--- src/rtl/fast_serial_regs.vh ---
// constants for the four-wire fast serial link
`ifndef FAST_SERIAL_REGS_VH
`define FAST_SERIAL_REGS_VH
`define FS_FRAME_BITS   4'hA
`define FS_LAST_DATA    4'h7
`define FS_CHAN_BIT     4'h8
`define FS_LAST_BIT     4'h9
`define FS_START_BIT    1'b0
`define FS_IDLE_LEVEL   1'b1
`define FS_CHAN_A       1'b0
`define FS_CHAN_B       1'b1
`define FS_MODE_HOLD    8'h10
`define FS_MODE_RUN     8'h00
`endif

--- src/rtl/fast_serial_link.v ---
// fast serial link engine: two channels over one four-wire port
`timescale 1ns/100ps
`include "fast_serial_regs.vh"

// Behaviour
// - any channel in fast mode switches the second channel's pins to the link.
// - mode value 10 holds link reset, host data still taken; 0 releases.
// - with a byte ready, serial output is driven low as start bit.
// - no outgoing frame begins while an incoming frame is in progress.
// - every outgoing frame starts with a zero bit.
// - outgoing data byte shifted least significant bit first after start.
// - outgoing frame ends with source bit, 0 first channel, 1 second.
// - after a zero start bit, accept line drops on next clock rise.
// - incoming data bits 0 to 7 captured in order, lsb first.
// - last bit picks channel; falls to other channel if not fast mode.
// - link engines disabled unless some channel is in fast mode; host data still taken.
// - accept line stays low until another byte can be taken.
// - fast mode comes from nonvolatile configuration inputs only.
module fast_serial_link (
	core_clk,
	rst_n,
	cfg_a_fast_mode,
	cfg_b_fast_mode,
	mode_cmd_valid,
	mode_cmd_value,
	tx_a_valid,
	tx_a_data,
	tx_a_ready,
	tx_b_valid,
	tx_b_data,
	tx_b_ready,
	rx_valid,
	rx_data,
	rx_channel,
	rx_ready,
	fast_serial_clock,
	serial_in_line,
	serial_out_line,
	accept_ready_line,
	b_pins_fast_serial,
	link_held
);
	input  wire       core_clk;
	input  wire       rst_n;
	input  wire       cfg_a_fast_mode;
	input  wire       cfg_b_fast_mode;
	input  wire       mode_cmd_valid;
	input  wire [7:0] mode_cmd_value;
	input  wire       tx_a_valid;
	input  wire [7:0] tx_a_data;
	output wire       tx_a_ready;
	input  wire       tx_b_valid;
	input  wire [7:0] tx_b_data;
	output wire       tx_b_ready;
	output reg        rx_valid;
	output reg  [7:0] rx_data;
	output reg        rx_channel;
	input  wire       rx_ready;
	input  wire       fast_serial_clock;
	input  wire       serial_in_line;
	output reg        serial_out_line;
	output reg        accept_ready_line;
	output wire       b_pins_fast_serial;
	output reg        link_held;

	////////////////////////////////////////////////////////////////////////
	// enable, pin routing, hold
	wire fs_enable = cfg_a_fast_mode | cfg_b_fast_mode;
	assign b_pins_fast_serial = fs_enable;
	wire run = fs_enable & ~link_held;

	always @(posedge core_clk or negedge rst_n) begin
		if (!rst_n) begin
			link_held <= 1'b0;
		end else if (mode_cmd_valid) begin
			if (mode_cmd_value == `FS_MODE_HOLD) begin
				link_held <= 1'b1;
			end else if (mode_cmd_value == `FS_MODE_RUN) begin
				link_held <= 1'b0;
			end
		end
	end

	////////////////////////////////////////////////////////////////////////
	// pin sampling; clock and data share one latency so they stay aligned
	wire clk_s;
	wire din_s;
	reg  clk_prev_reg;

	pin_sync3 u_sync_clk (
		.core_clk  (core_clk),
		.rst_n     (rst_n),
		.pin_in    (fast_serial_clock),
		.level_out (clk_s)
	);
	pin_sync3 u_sync_din (
		.core_clk  (core_clk),
		.rst_n     (rst_n),
		.pin_in    (serial_in_line),
		.level_out (din_s)
	);

	always @(posedge core_clk or negedge rst_n) begin
		if (!rst_n) begin
			clk_prev_reg <= 1'b1;
		end else begin
			clk_prev_reg <= clk_s;
		end
	end

	// only edges seen from outside advance the engines
	wire clk_rise = clk_s & ~clk_prev_reg;

	////////////////////////////////////////////////////////////////////////
	// one-byte holding stage per channel; filled even while held
	reg       txa_full_reg;
	reg       txb_full_reg;
	reg [7:0] txa_byte_reg;
	reg [7:0] txb_byte_reg;
	reg       tx_busy_reg;
	reg [3:0] tx_cnt_reg;
	reg [9:0] tx_frame_reg;
	reg       rx_busy_reg;

	assign tx_a_ready = ~txa_full_reg;
	assign tx_b_ready = ~txb_full_reg;

	// channel a first; a limitation: a busy a stream can starve b
	wire tx_take_a = txa_full_reg;
	wire tx_start  = run & ~tx_busy_reg & ~rx_busy_reg & din_s
		& (txa_full_reg | txb_full_reg);

	always @(posedge core_clk or negedge rst_n) begin
		if (!rst_n) begin
			txa_full_reg <= 1'b0;
			txb_full_reg <= 1'b0;
			txa_byte_reg <= 8'h00;
			txb_byte_reg <= 8'h00;
		end else begin
			if (tx_a_valid & ~txa_full_reg) begin
				txa_full_reg <= 1'b1;
				txa_byte_reg <= tx_a_data;
			end else if (tx_start & tx_take_a) begin
				txa_full_reg <= 1'b0;
			end
			if (tx_b_valid & ~txb_full_reg) begin
				txb_full_reg <= 1'b1;
				txb_byte_reg <= tx_b_data;
			end else if (tx_start & ~tx_take_a) begin
				txb_full_reg <= 1'b0;
			end
		end
	end

	////////////////////////////////////////////////////////////////////////
	// transmit engine
	always @(posedge core_clk or negedge rst_n) begin
		if (!rst_n) begin
			tx_busy_reg     <= 1'b0;
			tx_cnt_reg      <= 4'h0;
			tx_frame_reg    <= 10'h3FF;
			serial_out_line <= `FS_IDLE_LEVEL;
		end else if (!run) begin
			tx_busy_reg     <= 1'b0;
			tx_cnt_reg      <= 4'h0;
			serial_out_line <= `FS_IDLE_LEVEL;
		end else if (tx_start) begin
			tx_busy_reg     <= 1'b1;
			tx_cnt_reg      <= 4'h0;
			if (tx_take_a) begin
				tx_frame_reg <= {`FS_CHAN_A, txa_byte_reg,
					`FS_START_BIT};
			end else begin
				tx_frame_reg <= {`FS_CHAN_B, txb_byte_reg,
					`FS_START_BIT};
			end
			serial_out_line <= `FS_START_BIT;
		end else if (tx_busy_reg & clk_rise) begin
			if (tx_cnt_reg == `FS_LAST_BIT) begin
				tx_busy_reg     <= 1'b0;
				serial_out_line <= `FS_IDLE_LEVEL;
			end else begin
				tx_cnt_reg      <= tx_cnt_reg + 4'h1;
				serial_out_line <= tx_frame_reg[tx_cnt_reg + 4'h1];
			end
		end
	end

	////////////////////////////////////////////////////////////////////////
	// receive engine
	reg [3:0] rx_cnt_reg;
	reg [7:0] rx_shift_reg;

	function route_channel;
		input target_bit;
		input a_on;
		input b_on;
		begin
			if (target_bit == `FS_CHAN_A) begin
				route_channel = a_on ? `FS_CHAN_A : `FS_CHAN_B;
			end else begin
				route_channel = b_on ? `FS_CHAN_B : `FS_CHAN_A;
			end
		end
	endfunction

	always @(posedge core_clk or negedge rst_n) begin
		if (!rst_n) begin
			rx_busy_reg       <= 1'b0;
			rx_cnt_reg        <= 4'h0;
			rx_shift_reg      <= 8'h00;
			rx_valid          <= 1'b0;
			rx_data           <= 8'h00;
			rx_channel        <= `FS_CHAN_A;
			accept_ready_line <= 1'b0;
		end else begin
			// delivery clears on handshake; new data cannot collide
			if (rx_valid & rx_ready) begin
				rx_valid <= 1'b0;
			end
			if (!run) begin
				rx_busy_reg       <= 1'b0;
				rx_cnt_reg        <= 4'h0;
				accept_ready_line <= 1'b0;
			end else if (!rx_busy_reg) begin
				accept_ready_line <= ~rx_valid & ~tx_busy_reg;
				if (clk_rise & accept_ready_line
					& (din_s == `FS_START_BIT)) begin
					rx_busy_reg <= 1'b1;
					rx_cnt_reg  <= 4'h0;
				end
			end else if (clk_rise) begin
				if (rx_cnt_reg == 4'h0) begin
					accept_ready_line <= 1'b0;
				end
				if (rx_cnt_reg <= `FS_LAST_DATA) begin
					rx_shift_reg <= {din_s, rx_shift_reg[7:1]};
					rx_cnt_reg   <= rx_cnt_reg + 4'h1;
				end else begin
					rx_busy_reg <= 1'b0;
					rx_valid    <= 1'b1;
					rx_data     <= rx_shift_reg;
					rx_channel  <= route_channel(din_s, cfg_a_fast_mode,
						cfg_b_fast_mode);
				end
			end
		end
	end
endmodule // fast_serial_link

--- src/rtl/pin_sync3.v ---
// three-stage pin synchroniser with agreement filter
`timescale 1ns/100ps
module pin_sync3 (
	core_clk,
	rst_n,
	pin_in,
	level_out
);
	input  wire core_clk;
	input  wire rst_n;
	input  wire pin_in;
	output reg  level_out;

	reg s1_reg;
	reg s2_reg;
	reg s3_reg;

	// stage one feeds stage two only; output moves when two and three agree
	always @(posedge core_clk or negedge rst_n) begin
		if (!rst_n) begin
			s1_reg    <= 1'b1;
			s2_reg    <= 1'b1;
			s3_reg    <= 1'b1;
			level_out <= 1'b1;
		end else begin
			s1_reg <= pin_in;
			s2_reg <= s1_reg;
			s3_reg <= s2_reg;
			if (s2_reg == s3_reg) begin
				level_out <= s3_reg;
			end
		end
	end
endmodule // pin_sync3

--- config.mk ---
export PLATFORM = sky130hd
export DESIGN_NAME = fast_serial_link
export DESIGN_NICKNAME = d
export VERILOG_FILES = /design/src/rtl/fast_serial_link.v /design/src/rtl/pin_sync3.v
export VERILOG_INCLUDE_DIRS = /design/src /design/src/rtl
export SDC_FILE = /design/constraint.sdc
export NUM_CORES = 1
export LEC_CHECK = 0
export BUFFER_PORTS_ARGS = -buffer_cell sky130_fd_sc_hd__buf_2
export CAP_MARGIN = 5
export CORE_MARGIN = 2
export CORE_UTILIZATION = 45
export CTS_CLUSTER_DIAMETER = 60
export DETAILED_ROUTE_END_ITERATION = 8
export PLACE_DENSITY_LB_ADDON = 0.1
export SYNTH_ARGS = -nofsm -noshare
export SYNTH_HDL_FRONTEND = slang
export SYNTH_HIERARCHICAL = 1
export SYNTH_SLANG_ARGS = --single-unit
--- constraint.sdc ---
create_clock -name core_clk -period 4.1 [get_ports core_clk]
set_input_delay 1.23 -clock core_clk [delete_from_list [all_inputs] [get_ports core_clk]]
set_output_delay 1.23 -clock core_clk [all_outputs]
set_load 0.01 [all_outputs]
## After elaboration in Yosys (flattened, before gate mapping)

Index checks and enable logic that the tools add are counted.

| storage, ports and cells | value |
|---|---|
| input bits | 34 |
| output and inout port bits | 16 |
| logic and storage cells | 122 |
| flip-flop bits (word level) | 68 |

| cells by class | value |
|---|---|
| muxes and demuxes | 43 |
| $add $sub $neg | 2 |
| bitwise gates (word level) | 26 |
| order comparisons | 2 |
| reduce and logical (&&, ||, !) cells | 13 |
| equality and inequality tests | 11 |

Operators with widths:

| operator | count |
|---|---|
| 4-bit two-way mux | 9 |
| 1-bit two-way mux | 32 |
| 1-bit AND | 15 |
| 10-bit two-way mux | 1 |
| 2-bit AND reduction | 5 |
| 3-bit by 1-bit inequality test with 1-bit output, second input constant | 3 |
| 1-bit NOT | 9 |
| 4-bit by 1-bit adder with 4-bit output, second input constant | 2 |
| 8-bit by 5-bit equality test with 1-bit output, second input constant | 1 |
| 8-bit logical NOT | 1 |
| 4-bit AND reduction | 2 |
| 3-bit by 2-bit inequality test with 1-bit output, second input constant | 2 |
| 3-bit inequality test, second input constant | 2 |
| 2-bit nonzero test | 3 |
| 4-bit by 5-bit < comparator with 1-bit output, second input constant | 1 |
| 1-bit binary-select mux with 4-bit select | 1 |
| 4-bit equality test, second input constant | 1 |
| 4-bit by 3-bit <= comparator with 1-bit output, second input constant | 1 |
| 4-bit logical NOT | 1 |
| 3-bit AND reduction | 1 |
| 1-bit equality test | 2 |
| 1-bit OR | 2 |

## Longest topological paths before layout

| depth | value |
|---|---|
| depth after elaboration | 9 |
| mapped depth | 6 |
| mapped depth without buffers | 6 |

## By module

Netlist, hierarchy kept.

Modules (own cells, without submodules):

| module | area an instance (um^2) | cells an instance | sequential area each (um^2) | instances |
|---|---|---|---|---|
| fast_serial_link | 2,700.1 | 215 | 1,516.5 | 1 |
| pin_sync3 | 116.4 | 5 | 105.1 | 2 |

## Worst setup path after synthesis

OpenSTA, ideal clock, no wires.

| timing path | value |
|---|---|
| path type | input -> output |
| from | input port cfg_b_fast_mode |
| to | output port b_pins_fast_serial |
| arrival time | 1,536 ps |
| path buffers | 0 |
| setup slack | 1,334 ps |
| required time | 2,870 ps |
| stages on the path | 1 |
| cells stage by stage | or2_2 |

| between the ends | value |
|---|---|
| longest elaborated chain between the ends | 1 |

Ends and longest elaborated chain:

| what | RTL line | RTL |
|---|---|---|
| from (decl) | fast_serial_link.v:46 | `input wire cfg_b_fast_mode;` |
| 1-bit OR | fast_serial_link.v:68 | `wire fs_enable = cfg_a_fast_mode \| cfg_b_fast_mode;` |
| to (decl) | fast_serial_link.v:63 | `output wire b_pins_fast_serial;` |

Every way passes these cells.

## Worst setup path in the final report

Ends and elaborated chain as after synthesis.

==> impl_metrics.py <==
metrics = {
    "hold_path": {
        "min_path_type": "flop to flop",
    },
    "route": {
        "routed_via_density": 5.098,
        "wire_per_inst_um": 14.30,
        "wirelength_mm": 5.119,
        "vias": 1825,
        "drc": 0,
        "drtIter0Drc": 59,
        "ant_nets": 0,
        "first_pass_iters": 4,
    },
    "global_routing": {
        "grt-ovfl-total": 0,
        "antenna_found_initial": 0,
        "grt_pass1_wl_mm": 8.956,
        "grt_max_degree": 55,
        "grt_pass1_vias": 1829,
        "grtUsageMet2": 0.2305,
        "met3_usage": 0.05113,
        "use_met1": 0.2243,
        "grt_busiest_layer": "met2",
        "gr-usage-all-layers": 0.1617,
    },
    "synthesis": {
        "synth.distinct_cells": 46,
        "synth_fp_nets": 263,
        "ys_seq_area_frac": 0.5887,
        "synth_edf_count": 0,
        "synth_area_um2": 2933,
        "synth_area_leaders": "dfrtp_1 (41%), dfstp_2 (18%), mux2_2 (13%), mux2i_1 (3.8%), a21oi_1 (2.6%)",
        "synth.top_cell.area_share": 0.4096,
        "yosysTopAreaCell": "dfrtp_1",
        "syn-instance-count": 225,
        "async_reset_ff_frac": 1.000,
        "yosys_warnings": 6,
        "synth_ff_type": "dfrtp_1",
        "ys_ff_latch": 68,
        "syn_avg_cell_area_um2": 13.03,
    },
    "setup_path": {
        "worstPathCellList": "buf_2 -> or2_2 -> buf_2",
        "startpoint_type": "primary input",
        "worstPathRequired_ps": 2870,
        "critPathArrivalTime_ps": 1760,
        "slowest_delay_ps": 280,
        "critical-path-slowest-cell": "or2_2",
        "worst_setup_path_end_kind": "output pin",
        "critical_path_class": "primary input to output pin",
        "worstPathMaxFanout": 4,
        "crit_top_cell": "buf_2",
    },
    "clock_tree": {
        "cts_tree": "yes",
        "cts_root_buf": "clkbuf_8",
        "ctsHoldBuffers": 0,
        "clk_pin_slew_ps": 70,
        "clk_latency_ps": 340,
        "clock-sinks": 68,
        "cts_made_buffers": 9,
        "clk_path_buf_depth": 2,
        "cts_resized": 0,
        "post-cts-setup-buffer-count": 0,
        "ctsHtreeMaxLevel": 3,
    },
    "placement": {
        "gp_congestion": 0.7920,
        "post_dp_cell_area_um2": 3229,
        "hpwl_mm": 3.432,
        "port_buffers": 49,
        "dpl.cell_count": 342,
    },
    "finish": {
        "layout-drive-gt1-share": 0.4520,
        "largest_reg_flops": 10,
        "antennaDiodeCount": 0,
        "finish.utilization": 0.5388,
        "nets": 314,
        "final_area_um2": 3402,
        "final_cells": 358,
        "syn2layout_area_growth_pct": 16.00,
        "fillerInstances": 564,
    },
    "timing": {
        "fin_crit_ps": 2992,
        "relSlewSlack": 0.4381,
        "maxSlewViolCount": 0,
        "fmax_ghz": 0.3342,
        "rsz0062_at_grt": "false",
        "worstMarginPinSlew_ps": 841.1,
        "setup_tns_ps": 0,
        "hold_viol": 0,
        "worst_clock_skew_ps": 4.623,
        "fin_crit_sh": 0.7298,
        "setup_violations": 0,
    },
    "floorplanning": {
        "io_pins": 50,
        "start_util": 0.4645,
        "dieWidth_um": 84.73,
        "chipHeight_um": 84.73,
        "rows": 29,
        "core-area_um2": 6314,
        "die-area_um2": 7179,
    },
    "pwr": {
        "p_per_area_nw_per_um2": 574.5,
        "ir_worst_vdd_mv": 0.4279,
        "total_leakage_power_nw": 1.630,
        "power.total_mw": 1.954,
    },
    "outcome": {
        "status": "finished clean",
    },
    "flow_run": {
        "cap_violations": 0,
    },
}
==> per-stage QoR <==
| stage | worst slack [ps] | hold WS, ps |
|---|---|---|
| 2_1_floorplan | 1334 | 345.2 |
| 3_3_place_gp | 1111 | 346.1 |
| 3_5_place_dp | 1106 | 347.2 |
| 4_1_cts | 1106 | 357.3 |
| 5_1_grt | 1078 | 363.5 |
| 6_report | 1108 | 357.0 |
==> final cells by class <==
type	count	area, um^2	share of cell area
Multi-Input combinational cell	140	1127	0.3314
Timing Repair Buffer	50	252.7	0.07429
Sequential cell	68	1727	0.5075
Inverter	7	26.28	0.007723
Tap cell	77	96.34	0.02832
Clock buffer	14	162.7	0.04781
Clock inverter	2	10.01	0.002942
==> synth_stat cells, types with 2 or more instances <==
master and count:
dfrtp_1 48, dfstp_2 20, and3_1 2, mux2i_1 11
mux4_2 2, ha_1 4, nor2_1 18, clkbuf_1 4
maj3_2 2, nor2b_1 5, nor3_1 4, xnor2_1 2
mux2_2 35, nand4_1 2, nand2_1 5, xor2_1 3
inv_1 7, buf_2 3, nand2b_1 2, a21oi_1 15
nand3_1 4, o21ai_0 3
==> critical path, delay by kind of cell <==
kind	cells	cell delay (ps)
simple gates	1	280
buf+inv	2	260
==> power by group <==
part	switching (mW)	internal, mW
Sequential	0.135	0.883
Clock	0.236	0.251
Combinational	0.197	0.252
Total	0.568	1.39
==> worst paths after layout <==
check | startpoint | end | slack, ps | cells past startpoint
max | cfg_b_fast_mode | b_pins_fast_serial | 1110 | 3
min | u_sync_clk/s1_reg | u_sync_clk/s2_reg | 360 | 0
max reg2reg | u_sync_clk/level_out | rx_data[4] | 1760 | 3
min reg2reg | u_sync_clk/s1_reg | u_sync_clk/s2_reg | 360 | 0
max in group asynchronous | rst_n | rx_data[3] | 2350 | 2
min in group asynchronous | rst_n | rx_channel | 780 | 1
==> cell usage in the layout, fill, tap and decap left out, drive strengths merged, types with 5 or more instances in the layout <==
cell,count
mux2i,11
nand2,5
a21oi,15
dfrtp,48
nor2b,5
clkbuf,14
buf,50
dfstp,20
mux2,35
inv,7
nor2,19
==> cell families after synthesis <==
logic type               Yosys count  share of synthesized area
buffers and inverters             17                    0.02688
multiplexers                      48                     0.1873
adder cells (fa/ha/maj)            6                    0.02474
XOR/XNOR                           5                    0.01493
flip-flops                        68                     0.5887
AND/OR/NAND/NOR                   50                    0.08746
AO/OA/AOI/OAI                     31                    0.06997
==> layer usage <==
| layer | part of all wire | wire (um) |
|---|---|---|
| met3 | 0.054 | 278 |
| met5 | 0 | 0 |
| met2 | 0.42 | 2138 |
| met1 | 0.51 | 2598 |
| met4 | 0.020 | 103 |
Note: power is estimated with default switching activity, not from simulation.
